$ cat src/fsg_pkg.sv
// Shared constants and types of the frame statistics and pixel grab block
package fsg_pkg;

  // ****************************************************
  // Data widths
  // ****************************************************
  localparam int unsigned DataW = 8;
  localparam int unsigned AddrW = 8;
  localparam int unsigned IdxW = 9;
  localparam int unsigned SumW = 17;
  localparam int unsigned SumShift = 9;
  localparam int unsigned FifoDepth = 16;
  localparam int unsigned TestCntW = 23;

  // ****************************************************
  // Register offsets
  // ****************************************************
  localparam logic [7:0] AddrMotion = 8'h02;
  localparam logic [7:0] AddrFrameTotal = 8'h09;
  localparam logic [7:0] AddrLowestLevel = 8'h0a;
  localparam logic [7:0] AddrGrabReadout = 8'h0b;
  localparam logic [7:0] AddrResultByte0 = 8'h0c;
  localparam logic [7:0] AddrSelftest = 8'h10;

  // ****************************************************
  // Field positions
  // ****************************************************
  localparam int unsigned ReadyFlagBit = 0;
  localparam int unsigned FirstFlagBit = 1;
  localparam int unsigned TriggerBit = 0;

  // ****************************************************
  // Array geometry and value limits
  // ****************************************************
  localparam logic [8:0] LastPixAddr = 9'h168;
  localparam logic [8:0] FirstPixAddr = 9'h000;
  localparam logic [7:0] TotalMax = 8'hf0;
  localparam logic [7:0] LowestMax = 8'hfe;
  localparam logic [7:0] LowestInit = 8'hff;
  localparam logic [7:0] ResultReset = 8'h00;
  localparam logic [7:0] ReadZero = 8'h00;
  localparam logic [7:0] SigSeed = 8'h01;
  localparam logic [7:0] SigPoly = 8'h1d;

  // ****************************************************
  // Timing
  // ****************************************************
  localparam int unsigned ClkKhz = 25000;
  localparam int unsigned SelftestMs = 250;
  localparam int unsigned SelftestCycles = SelftestMs * ClkKhz;

  // ****************************************************
  // State enumerations
  // ****************************************************
  typedef enum logic [1:0] {
    GrabIdle,
    GrabWait,
    GrabArmed,
    GrabHeld
  } fsg_grab_type;

  typedef enum logic {
    TestOff,
    TestRun
  } fsg_test_type;

endpackage

$ cat src/fsg_fifo.sv
// Pixel stream FIFO with valid/ready on both sides
`timescale 1ns/1ps
module fsg_fifo #(
  parameter int unsigned Width = 9,
  parameter int unsigned Depth = 16
) (
  // Clock and reset
  input wire logic ref_clk,
  input wire logic resetn,
  // Filling side
  input wire logic inValid,
  input wire logic [Width-1:0] inData,
  output logic inReady,
  // Draining side
  output logic outValid,
  output logic [Width-1:0] outData,
  input wire logic outReady
);

  localparam int unsigned PtrW = $clog2(Depth);

  typedef struct packed {
    logic [Depth-1:0][Width-1:0] mem;
    logic [PtrW-1:0] wrPtr;
    logic [PtrW-1:0] rdPtr;
    logic [PtrW:0] count;
    logic inRdy;
  } fsg_fifo_state_type;

  localparam fsg_fifo_state_type FifoReset = '{
    mem: '0, wrPtr: '0, rdPtr: '0, count: '0, inRdy: 1'b1};

  fsg_fifo_state_type s_q;
  fsg_fifo_state_type s_d;
  logic push;
  logic pop;

  assign inReady = s_q.inRdy;
  assign outValid = (s_q.count != '0);
  assign outData = s_q.mem[s_q.rdPtr];
  assign push = inValid & s_q.inRdy;
  assign pop = outValid & outReady;

  always_comb begin
    s_d = s_q;
    if (push) begin
      s_d.mem[s_q.wrPtr] = inData;
      s_d.wrPtr = s_q.wrPtr + PtrW'(1);
    end
    if (pop) begin
      s_d.rdPtr = s_q.rdPtr + PtrW'(1);
    end
    if (push && !pop) begin
      s_d.count = s_q.count + (PtrW+1)'(1);
    end else if (pop && !push) begin
      s_d.count = s_q.count - (PtrW+1)'(1);
    end
    // Registered ready keeps the source path free of logic
    s_d.inRdy = (s_d.count != (PtrW+1)'(Depth));
  end

  always_ff @(posedge ref_clk or negedge resetn) begin
    if (!resetn) begin
      s_q <= FifoReset;
    end else begin
      s_q <= s_d;
    end
  end

endmodule

$ cat src/fsg_top.sv
// Frame statistics, pixel grab readout and self-test result registers
`timescale 1ns/1ps
// Summary of operation
// - Total is sum bits 16..9 per frame
// - Total clamped to 240, updated each frame
// - Offset 0x0a holds frame lowest pixel, clamped to 254
// - Grab delivers one pixel per frame
// - Grab write resets pointer, starts grab
// - Ready set only with valid grab value
// - Grab read of a held value advances pointer by one
// - After full array, wrap and flag first
// - Pointer spans 19x19, addresses 0..360
// - Lens view mirrors the same addressing
// - Result byte at 0x0c resets to zero
// - Result byte comes from self-test run
// - First flag set on write or wrap
// - Self-test runs 250 ms, bus ignored
module fsg_top
  import fsg_pkg::*;
#(
  parameter int unsigned TestCycles = SelftestCycles,
  parameter int unsigned BufDepth = FifoDepth
) (
  // Clock and reset
  input wire logic ref_clk,
  input wire logic resetn,
  // Pixel stream from the image array
  input wire logic pixValid,
  input wire logic [DataW-1:0] pixData,
  input wire logic grab_first_location_flag,
  output logic pixReady,
  // Register port
  input wire logic [AddrW-1:0] regAddr,
  input wire logic regWrite,
  input wire logic regRead,
  input wire logic [DataW-1:0] regWdata,
  output logic [DataW-1:0] regRdata,
  output logic regRdValid,
  // Status
  output logic selftestBusy
);

  // ****************************************************
  // State
  // ****************************************************
  typedef struct packed {
    logic [IdxW-1:0] pixIdx;
    logic frameOpen;
    logic [SumW-1:0] sum;
    logic [DataW-1:0] low;
    logic [DataW-1:0] total;
    logic [DataW-1:0] lowest;
    fsg_grab_type grab;
    logic [IdxW-1:0] grabPtr;
    logic [DataW-1:0] grabValue;
    logic grabFirst;
    fsg_test_type test;
    logic busy;
    logic [TestCntW-1:0] testCnt;
    logic [DataW-1:0] sig;
    logic [DataW-1:0] result0;
    logic [DataW-1:0] rdData;
    logic rdValid;
  } fsg_top_state_type;

  localparam fsg_top_state_type TopReset = '{
    pixIdx: '0,
    frameOpen: 1'b0,
    sum: '0,
    low: LowestInit,
    total: '0,
    lowest: '0,
    grab: GrabIdle,
    grabPtr: '0,
    grabValue: '0,
    grabFirst: 1'b0,
    test: TestOff,
    busy: 1'b0,
    testCnt: '0,
    sig: SigSeed,
    result0: ResultReset,
    rdData: '0,
    rdValid: 1'b0
  };

  // Compare one early: busy then lasts TestCycles edges
  localparam logic [TestCntW-1:0] TestLast = TestCntW'(TestCycles - 1);

  fsg_top_state_type s_q;
  fsg_top_state_type s_d;

  // ****************************************************
  // Input buffering
  // ****************************************************
  logic bufValid;
  logic [DataW:0] bufData;
  logic drainReady;

  // Frame-start mark travels with each pixel
  fsg_fifo #(
    .Width(DataW + 1),
    .Depth(BufDepth)
  ) u_fifo (
    .ref_clk(ref_clk),
    .resetn(resetn),
    .inValid(pixValid),
    .inData({grab_first_location_flag, pixData}),
    .inReady(pixReady),
    .outValid(bufValid),
    .outData(bufData),
    .outReady(drainReady)
  );

  // Array readout is frozen while the self-test owns the datapath
  assign drainReady = (s_q.test == TestOff);

  // ****************************************************
  // Next-state logic
  // ****************************************************
  logic pop;
  logic frameStart;
  logic [DataW-1:0] pixVal;
  logic [IdxW-1:0] idxNext;
  logic [SumW-1:0] sumNext;
  logic [DataW-1:0] lowNext;
  logic [DataW-1:0] totalRaw;
  logic busAccess;
  logic grabWrite;
  logic grabRead;

  assign pop = bufValid & drainReady;
  assign frameStart = pop & bufData[DataW];
  assign pixVal = bufData[DataW-1:0];
  assign busAccess = ~s_q.busy;
  assign grabWrite = busAccess & regWrite & (regAddr == AddrGrabReadout);
  assign grabRead = busAccess & regRead & (regAddr == AddrGrabReadout);

  // ****************************************************
  // Access and frame qualifiers
  // ****************************************************
  logic testWrite;
  logic readAccept;
  logic pixCounted;

  assign testWrite = busAccess & regWrite & (regAddr == AddrSelftest) &
    regWdata[TriggerBit];
  assign readAccept = busAccess & regRead;
  // Stray words outside an open frame are neither summed nor grabbed
  assign pixCounted = pop & (bufData[DataW] | s_q.frameOpen);

  always_comb begin
    s_d = s_q;
    idxNext = s_q.pixIdx;
    sumNext = s_q.sum;
    lowNext = s_q.low;
    totalRaw = '0;
    // Read answer is a one-cycle pulse
    s_d.rdValid = 1'b0;

    // **************************************************
    // Frame statistics
    // **************************************************
    if (pixCounted) begin
      // raster index 0..360 of 19x19 array
      if (frameStart) begin
        // First word opens a new frame
        idxNext = FirstPixAddr;
        sumNext = SumW'(pixVal);
        lowNext = pixVal;
      end else begin
        idxNext = s_q.pixIdx + IdxW'(1);
        sumNext = s_q.sum + SumW'(pixVal);
        lowNext = (pixVal < s_q.low) ? pixVal : s_q.low;
      end
      s_d.pixIdx = idxNext;
      s_d.sum = sumNext;
      s_d.low = lowNext;
      // Frame closes on its last pixel
      s_d.frameOpen = (idxNext != LastPixAddr);
      if (idxNext == LastPixAddr) begin
        // Statistics refresh once per complete frame
        // keep the high eight of the sum
        totalRaw = sumNext[SumW-1:SumShift];
        s_d.total = (totalRaw > TotalMax) ? TotalMax : totalRaw;
        s_d.lowest = (lowNext > LowestMax) ? LowestMax : lowNext;
      end
    end

    // **************************************************
    // Pixel grab
    // **************************************************
    case (s_q.grab)
      GrabIdle: begin
        // No grab until the first restart write
        s_d.grab = GrabIdle;
      end
      GrabWait: begin
        // wait for a fresh frame before capture
        if (frameStart) begin
          if (idxNext == s_q.grabPtr) begin
            s_d.grabValue = pixVal;
            s_d.grab = GrabHeld;
          end else begin
            // Pointer lies later in this frame
            s_d.grab = GrabArmed;
          end
        end
      end
      GrabArmed: begin
        // same address order seen through lens
        if (pixCounted && idxNext == s_q.grabPtr) begin
          s_d.grabValue = pixVal;
          s_d.grab = GrabHeld;
        end
      end
      GrabHeld: begin
        // Ready stands until read or restart; value stays until next capture
        // read steps to the next pixel
        if (grabRead) begin
          s_d.grab = GrabWait;
          // wrap after full array, flag first
          if (s_q.grabPtr == LastPixAddr) begin
            s_d.grabPtr = FirstPixAddr;
            s_d.grabFirst = 1'b1;
          end else begin
            s_d.grabPtr = s_q.grabPtr + IdxW'(1);
            s_d.grabFirst = 1'b0;
          end
        end
      end
      default: begin
        s_d.grab = GrabIdle;
      end
    endcase

    // **************************************************
    // Grab restart
    // **************************************************
    // Write wins over a same-cycle capture or read
    // any write restarts the grab at 0,0
    if (grabWrite) begin
      s_d.grab = GrabWait;
      s_d.grabPtr = FirstPixAddr;
      s_d.grabFirst = 1'b1;
    end

    // **************************************************
    // Self-test
    // **************************************************
    case (s_q.test)
      TestOff: begin
        if (testWrite) begin
          s_d.test = TestRun;
          s_d.busy = 1'b1;
          s_d.testCnt = '0;
          // Fresh seed so every run gives the same byte
          s_d.sig = SigSeed;
        end
      end
      TestRun: begin
        // Signature LFSR advances once per cycle
        s_d.sig = {s_q.sig[DataW-2:0], 1'b0} ^
          (s_q.sig[DataW-1] ? SigPoly : ReadZero);
        if (s_q.testCnt == TestLast) begin
          s_d.test = TestOff;
          s_d.busy = 1'b0;
          // Value from before the final step
          // result byte updated only here
          s_d.result0 = s_q.sig;
        end else begin
          s_d.testCnt = s_q.testCnt + TestCntW'(1);
        end
      end
      default: begin
        s_d.test = TestOff;
        s_d.busy = 1'b0;
      end
    endcase

    // **************************************************
    // Register reads
    // **************************************************
    // accesses during the test are dropped
    // Data holds until the next accepted read
    if (readAccept) begin
      s_d.rdValid = 1'b1;
      s_d.rdData = ReadZero;
      case (regAddr)
        AddrMotion: begin
          // Spare bits read as zero
          // host polls this ready flag
          s_d.rdData[ReadyFlagBit] = (s_q.grab == GrabHeld);
          s_d.rdData[FirstFlagBit] = s_q.grabFirst;
        end
        AddrFrameTotal: begin
          s_d.rdData = s_q.total;
        end
        AddrLowestLevel: begin
          s_d.rdData = s_q.lowest;
        end
        AddrGrabReadout: begin
          s_d.rdData = s_q.grabValue;
        end
        AddrResultByte0: begin
          s_d.rdData = s_q.result0;
        end
        default: begin
          // Unmapped offsets answer zero
          s_d.rdData = ReadZero;
        end
      endcase
    end
  end

  // ****************************************************
  // State register
  // ****************************************************
  always_ff @(posedge ref_clk or negedge resetn) begin
    if (!resetn) begin
      s_q <= TopReset;
    end else begin
      s_q <= s_d;
    end
  end

  // ****************************************************
  // Outputs
  // ****************************************************
  // Every output comes straight from a state flop
  assign regRdata = s_q.rdData;
  assign regRdValid = s_q.rdValid;
  assign selftestBusy = s_q.busy;

endmodule

$ cat config.mk
export PLATFORM = sky130hd
export DESIGN_NAME = fsg_top
export DESIGN_NICKNAME = d
export VERILOG_FILES = /design/src/fsg_pkg.sv /design/src/fsg_fifo.sv /design/src/fsg_top.sv
export SDC_FILE = /design/constraint.sdc
export NUM_CORES = 1
export LEC_CHECK = 0
export ABC_AREA = 1
export BUFFER_PORTS_ARGS = -buffer_cell sky130_fd_sc_hd__clkbuf_2
export CAP_MARGIN = 20
export CORE_MARGIN = 2
export CORE_UTILIZATION = 35
export DETAILED_ROUTE_END_ITERATION = 10
export PLACE_DENSITY = 0.52
export SLEW_MARGIN = 10
export SYNTH_ARGS = -nofsm -noshare
export SYNTH_HDL_FRONTEND = slang
export SYNTH_SLANG_ARGS = --single-unit
export TNS_END_PERCENT = 20
$ cat constraint.sdc
create_clock -name ref_clk -period 6.5 [get_ports ref_clk]
set_input_delay 0.325 -clock ref_clk [delete_from_list [all_inputs] [get_ports ref_clk]]
set_output_delay 0.325 -clock ref_clk [all_outputs]
set_load 0.01 [all_outputs]
Word level (Yosys, flattened, before mapping) --
Index checks and enable logic that the tools add are counted.
Operators by class: reduce and logical (&&, ||, !) cells 18, mux-type cells 41, equal/unequal tests 24, add/sub/neg operators 8, order comparisons 6, bitwise logic cells 14
Operators by type and width (number):
- bitwise mux 144 bit | 1
- case mux 33 bit (2 select lines) | 1
- 2-to-1 mux 8 bit | 8
- 2-to-1 mux 9 bit | 7
- binary-select mux 9 bit (select 4 bit) | 1
- demux 9 bit (select 4 bit) | 1
- 2-to-1 mux 17 bit | 2
- 2-to-1 mux 33 bit | 1
- == test 8 x 4 -> 1 bit, second input constant | 4
- case mux 6 bit (4 select lines) | 1
- adder 23 x 1 -> 23 bit, second input constant | 1
- == test 23 bit, second input constant | 1
- 2-to-1 mux 23 bit | 1
- 2-to-1 mux 11 bit | 2
- adder 9 x 1 -> 9 bit, second input constant | 2
- == test 9 bit, second input constant | 2
- adder 17 x 8 -> 17 bit | 1
- > comparator 8 bit, second input constant | 2
- case mux 8 bit (2 select lines) | 1
- 2-to-1 mux 5 bit | 3
- AND 1 bit | 10
- < comparator 4 x 5 -> 1 bit, second input constant | 2
- inequality test 2 bit, second input constant | 5
- case mux 2 bit (5 select lines) | 1
- other kinds (28) | 50
Word-level totals: flip-flop bits (word level) 279, word-level logic and storage cells 148

Depth between registers and ports, before layout --
depth in word-level cells 11, mapped depth 24

Hierarchy --
Synthesis repeated with hierarchy kept, for this count alone.
Unflattened totals: cells, all modules 1821, area, all modules 14740.4 um^2
By module, submodules not included:
- fsg_fifo | cells each 868, sequential area each 3955.0 um^2, times used 1, area an instance 7517.2 um^2
- fsg_top | cells each 953, sequential area each 3039.2 um^2, times used 1, area an instance 7223.2 um^2

Least setup slack after synthesis --
No wires, ideal clock.
path type register to register, start register u_fifo.s_q[6] (netlist name), end register s_q[78] (netlist name), cell stages (with the launch flop) 23, buffers on the path 3, clock period less this slack 3271 ps, setup slack 3229 ps, arrival 3141 ps, library setup time 130 ps, path through dfrtp_1 -> buf_6 -> clkbuf_1 -> clkbuf_1 -> a21oi_1 -> o221ai_1 -> nand2_1 -> ha_1 -> nand3_1 -> nand2_1 -> nand4_1 -> nand2_1 -> nand2_1 -> a21oi_1 -> nand2_1 -> inv_1 -> nand2_1 -> o21ai_0 -> nand2_1 -> nor2_1 -> nand3_1 -> nand2_1 -> o21ai_0
Between the ends: longest elaborated chain between the ends 7, elaborated cells on any way between the ends 14
RTL lines:
- start, declared | line fsg_fifo.sv:33 | fsg_fifo_state_type s_q;
- start signal, assigned | line fsg_fifo.sv:64 | s_q <= FifoReset;
- binary-select mux 9 bit (select 4 bit) * | line fsg_fifo.sv:40 | assign outData = s_q.mem[s_q.rdPtr];
- 2-to-1 mux 9 bit (not written as such) * | line fsg_fifo.sv:40
- net bufData[1] | line fsg_top.sv:96 | logic [DataW:0] bufData;
- adder 17 x 8 -> 17 bit * | line fsg_top.sv:172 | sumNext = s_q.sum + SumW'(pixVal);
- 2-to-1 mux 17 bit * | line fsg_top.sv:165 | if (frameStart) begin
- 2-to-1 mux 17 bit * | line fsg_top.sv:163 | if (pixCounted) begin
- > comparator 8 bit | line fsg_top.sv:184 | s_d.total = (totalRaw > TotalMax) ? TotalMax : totalRaw;
- 2-to-1 mux 8 bit * | line fsg_top.sv:184
- end signal, assigned | line fsg_top.sv:320 | s_q <= TopReset;
- end, declared | line fsg_top.sv:89 | fsg_top_state_type s_q;
Mark *: on every way through the listed nets, which the timed path passes. The rest lies on a longest branch. The select of a mux whose other input is x is not followed. A chain may end at the register's enable or synchronous reset.

Worst setup path after layout --
start register u_fifo.s_q[6] (netlist name), end register s_q[54] (netlist name)
Between the ends: longest elaborated chain between the ends 10, elaborated cells on any way between the ends 18
RTL lines:
- binary-select mux 9 bit (select 4 bit) * | line fsg_fifo.sv:40
- 2-to-1 mux 9 bit (not written as such) * | line fsg_fifo.sv:40
- AND 1 bit | line fsg_top.sv:132 | assign frameStart = pop & bufData[DataW];
- 2-to-1 mux 9 bit | line fsg_top.sv:165
- 2-to-1 mux 9 bit (2 in series) | line fsg_top.sv:163
- == test 9 bit | line fsg_top.sv:200, fsg_top.sv:211
- logical AND 1 bit | line fsg_top.sv:211 | if (pixCounted && idxNext == s_q.grabPtr) begin
- inequality test 2 bit (no line)
- AND reduction 4 bit (no line)
Every way passes the cells marked *; elsewhere a longest branch is shown, timed or not. The select of a mux whose other input is x is not followed.

==> impl_results.html <==
<table>
<tr><th>Metric</th><th>Value</th></tr>
<tr><th colspan="2">Global routing</th></tr>
<tr><td>Combined global-route utilization of all metal layers</td><td>17.7%</td></tr>
<tr><td>Via count of the first global-routing pass</td><td>11000</td></tr>
<tr><td>Initial antenna violation count</td><td>0</td></tr>
<tr><td>Sum of overflow across all layers after global routing</td><td>0</td></tr>
<tr><td>Largest net degree at the start of global routing</td><td>86</td></tr>
<tr><td>Global-route wire length before repair</td><td>59.4 mm</td></tr>
<tr><th colspan="2">Timing</th></tr>
<tr><td>Time the worst path needs with I/O delays and setup</td><td>4190 ps</td></tr>
<tr><td>Unrepaired setup endpoints after global routing</td><td>false</td></tr>
<tr><td>Number of endpoints with negative hold slack in the final report</td><td>0</td></tr>
<tr><td>Worst Slack Setup Final</td><td>2310 ps</td></tr>
<tr><td>Max Clock Skew</td><td>17.0 ps</td></tr>
<tr><td>Worst slew margin relative to its limit</td><td>23.3%</td></tr>
<tr><td>Setup Total Neg Slack</td><td>0 ps</td></tr>
<tr><td>Worst-margin pin slew</td><td>1140 ps</td></tr>
<tr><td>Max-slew violation count</td><td>0</td></tr>
<tr><td>Final worst path period share</td><td>64.4%</td></tr>
<tr><td>Final setup vio count</td><td>0</td></tr>
<tr><td>Timing-limited maximum frequency</td><td>239 MHz</td></tr>
<tr><th colspan="2">Logic synthesis</th></tr>
<tr><td>Warning count from the yosys run</td><td>0</td></tr>
<tr><td>Main area contributors after synthesis</td><td>dfrtp_1, nand2_1, o21ai_0, inv_1, nor2_1</td></tr>
<tr><td>FF+latch count, synth</td><td>279</td></tr>
<tr><td>Total nets after synthesis</td><td>1769</td></tr>
<tr><td>Fraction of registers with async set or reset after synthesis</td><td>100%</td></tr>
<tr><td>Number of cells produced by synthesis</td><td>1707</td></tr>
<tr><td>EDFF count, synth</td><td>0</td></tr>
<tr><td>Synth Area per Inst</td><td>8.16 um2</td></tr>
<tr><td>Area share of the largest cell type after synthesis</td><td>48.3%</td></tr>
<tr><td>Prevailing post-synth register cell</td><td>dfrtp_1</td></tr>
<tr><td>Area leader, netlist</td><td>dfrtp_1</td></tr>
<tr><td>Leading post-synthesis cells by instance count</td><td>nand2_1, o21ai_0, dfrtp_1</td></tr>
<tr><td>Seq/Total Area, Yosys</td><td>50.2%</td></tr>
<tr><td>Most frequently used cell type in the post-synthesis netlist</td><td>nand2_1</td></tr>
<tr><td>Summed instance area of the synthesized netlist</td><td>13900 um2</td></tr>
<tr><td>Distinct cells, synth</td><td>44</td></tr>
<tr><th colspan="2">Clock network</th></tr>
<tr><td>H-tree depth reported by CTS</td><td>2</td></tr>
<tr><td>Clk sinks</td><td>279</td></tr>
<tr><td>Clock root buffer</td><td>clkbuf_16</td></tr>
<tr><td>TritonCTS clock tree</td><td>done</td></tr>
<tr><td>Maximum buffer depth of the clock tree</td><td>3</td></tr>
<tr><td>Number of cells upsized or downsized after cts</td><td>0</td></tr>
<tr><td>Insertion delay to the later sink of the worst-skew pair</td><td>520 ps</td></tr>
<tr><td>TritonCTS Buffers</td><td>34</td></tr>
<tr><td>Register clock-pin slew on the reported worst setup and hold paths</td><td>60 ps</td></tr>
<tr><th colspan="2">Die</th></tr>
<tr><td>Count of boundary I/O pins</td><td>41</td></tr>
<tr><td>Area enclosed by the die boundary</td><td>41400 um2</td></tr>
<tr><td>Initial Util</td><td>35.2%</td></tr>
<tr><td>Row count</td><td>73</td></tr>
<tr><td>Floorplan die height</td><td>203 um</td></tr>
<tr><td>Width of the die</td><td>203 um</td></tr>
<tr><td>Core ar.</td><td>39500 um2</td></tr>
<tr><th colspan="2">Route</th></tr>
<tr><td>DR iter-0 viols</td><td>803</td></tr>
<tr><td>Via Count</td><td>11400</td></tr>
<tr><td>Mean number of vias per cell</td><td>5.02</td></tr>
<tr><td>Post-detailed-route count of antenna-violating nets</td><td>0</td></tr>
<tr><td>Avg WL per Cell</td><td>15.8 um</td></tr>
<tr><td>Total length of routed wires</td><td>35.7 mm</td></tr>
<tr><td>Number of search-and-repair iterations in the first detailed-routing pass</td><td>7</td></tr>
<tr><td>DRC violation count after routing</td><td>0</td></tr>
<tr><th colspan="2">Run</th></tr>
<tr><td>Count of max-cap constraint violations</td><td>0</td></tr>
<tr><th colspan="2">Pwr</th></tr>
<tr><td>Power per cell area</td><td>488 nW/um2</td></tr>
<tr><td>Peak supply drop</td><td>0.000260 V</td></tr>
<tr><td>Leak Pwr</td><td>7.39 nW</td></tr>
<tr><th colspan="2">Min path</th></tr>
<tr><td>Hold Path Cell Cnt</td><td>3</td></tr>
<tr><td>Worst hold path type</td><td>in2reg</td></tr>
<tr><th colspan="2">Layout</th></tr>
<tr><td>Relative area change from synthesis to final layout</td><td>12.7%</td></tr>
<tr><td>Total Nets Final</td><td>1777</td></tr>
<tr><td>Total inserted antenna cells</td><td>0</td></tr>
<tr><td>Fraction of final layout cells with drive strength greater than 1</td><td>8.22%</td></tr>
<tr><th colspan="2">Worst setup path</th></tr>
<tr><td>Startpoint-to-endpoint class of the critical path</td><td>reg2reg</td></tr>
<tr><td>Type of origin of the critical path</td><td>flip-flop</td></tr>
<tr><td>Critical path capture point type</td><td>flip-flop</td></tr>
<tr><td>Maximum net fanout on the critical path</td><td>85</td></tr>
<tr><td>Worst R2R Path Depth</td><td>18</td></tr>
<tr><td>Worst Path Arrival</td><td>4590 ps</td></tr>
<tr><td>Required time of the critical path</td><td>6900 ps</td></tr>
<tr><th colspan="2">Run status</th></tr>
<tr><td>Status</td><td>finished, final reports clean</td></tr>
<tr><th colspan="2">Place</th></tr>
<tr><td>HPWL after detailed placement</td><td>23.2 mm</td></tr>
<tr><td>Global placer's final weighted congestion</td><td>0.795</td></tr>
<tr><td>Count of port buffers added during placement</td><td>33</td></tr>
<tr><td>Setup slack after placement</td><td>2250 ps</td></tr>
</table>
-- kinds of logic after synthesis --
logic type | count (synthesis) | synth area share (%)
xor gates and xnor gates | 24 | 1.51
buffers and inverters | 251 | 7.28
DFF | 279 | 50.2
adders and majority gates | 32 | 2.93
AOI/OAI and AO/OA | 420 | 17.0
and+or+nand+nor | 701 | 21.1
-- timing repair --
item | CTS | global route
endpoints found under the hold margin | 64 | 0
buffers inserted | 0 | 0
hold buffers | 1 | 0
-- power breakdown --
group | internal (mW) | switching (mW) | leakage, nW
logic | 1.01 | 2.09 | 3.36
registers | 2.31 | 0.296 | 3.47
clock network | 1.20 | 0.742 | 0.560
total | 4.52 | 3.13 | 7.39
-- layer usage --
layer  part of all wire, %  global-route usage, %  wire length [um]  vias to the layer above
met4                   2.1                   5.16               733                        0
met1                    49                   25.4             17600                     5410
met2                    45                   27.8             15900                      220
met5                     0                      0                 0                        -
li1                      -                      -                 -                     5681
met3                   4.0                   2.60              1430                       56
-- metrics by stage --
stage	utilization (%)	total power, mW	cells	instance area [um2]	hold WS (ps)
after CTS	39.6	7.72	2263	15600	28.6
final	39.7	7.65	2265	15700	41.8
after global routing	39.7	8.33	2265	15700	51.5
after floorplan	-	4.89	1707	13900	29.4
after detailed placement	36.7	5.73	2201	14500	345
after global placement	36.7	5.67	2201	14500	348
-- area by class of cell --
| type | instances | area, um2 |
|---|---|---|
| fill | 4057 | 23900 |
| sequential | 279 | 7000 |
| multi-input combinational | 1177 | 5930 |
| clock buffer | 56 | 1070 |
| inverter | 176 | 661 |
| tap | 525 | 657 |
| timing repair buffer | 47 | 315 |
| clock inverter | 5 | 75.1 |
-- registers in the layout, summed over array words and instances (netlist names) --
name,flops
regRdValid,1
regRdata,8
s_q,111
selftestBusy,1
u_fifo.inReady,1
u_fifo.s_q,157
-- cell usage in the layout (no fill, tap or decap), drive strengths merged, types with 13 or more instances in the layout --
cell type    n
nand2      415
o21ai      285
dfrtp      269
inv        174
nor2       150
clkbuf      88
nand3       84
a21oi       51
ha          31
o22ai       28
o221ai      23
xor2        21
nor3        19
buf         14
o211ai      13
nand4       13
-- worst max-delay path, cell delays in order, from the launching register on --
cell and delay (ps):
dfrtp_2 370, buf_4 690, nand2_1 120, nand3_1 110, nand3_1 130, nand3_1 120, nand2_1 100, nand2_2 650
nand2_2 320, inv_1 240, nand2_1 90, nand3_1 70, nand3_1 90, nor2_1 240, nand3_2 120, nand2_2 90
nand3_4 210, nand2_1 150, o21ai_2 60
-- path summary, 6_finish.rpt --
check / startpoint / end / slack [ps]
max: u_fifo.s_q[6] / s_q[54] / 2310
min: pixData[0] / u_fifo.s_q[77] / 40
max reg2reg: u_fifo.s_q[6] / s_q[54] / 2310
min reg2reg: s_q[36] / s_q[36] / 470
max in group asynchronous: resetn / regRdata[7] / 4770
min in group asynchronous: resetn / u_fifo.s_q[85] / 350
Note: power is estimated with default switching activity, not from simulation.
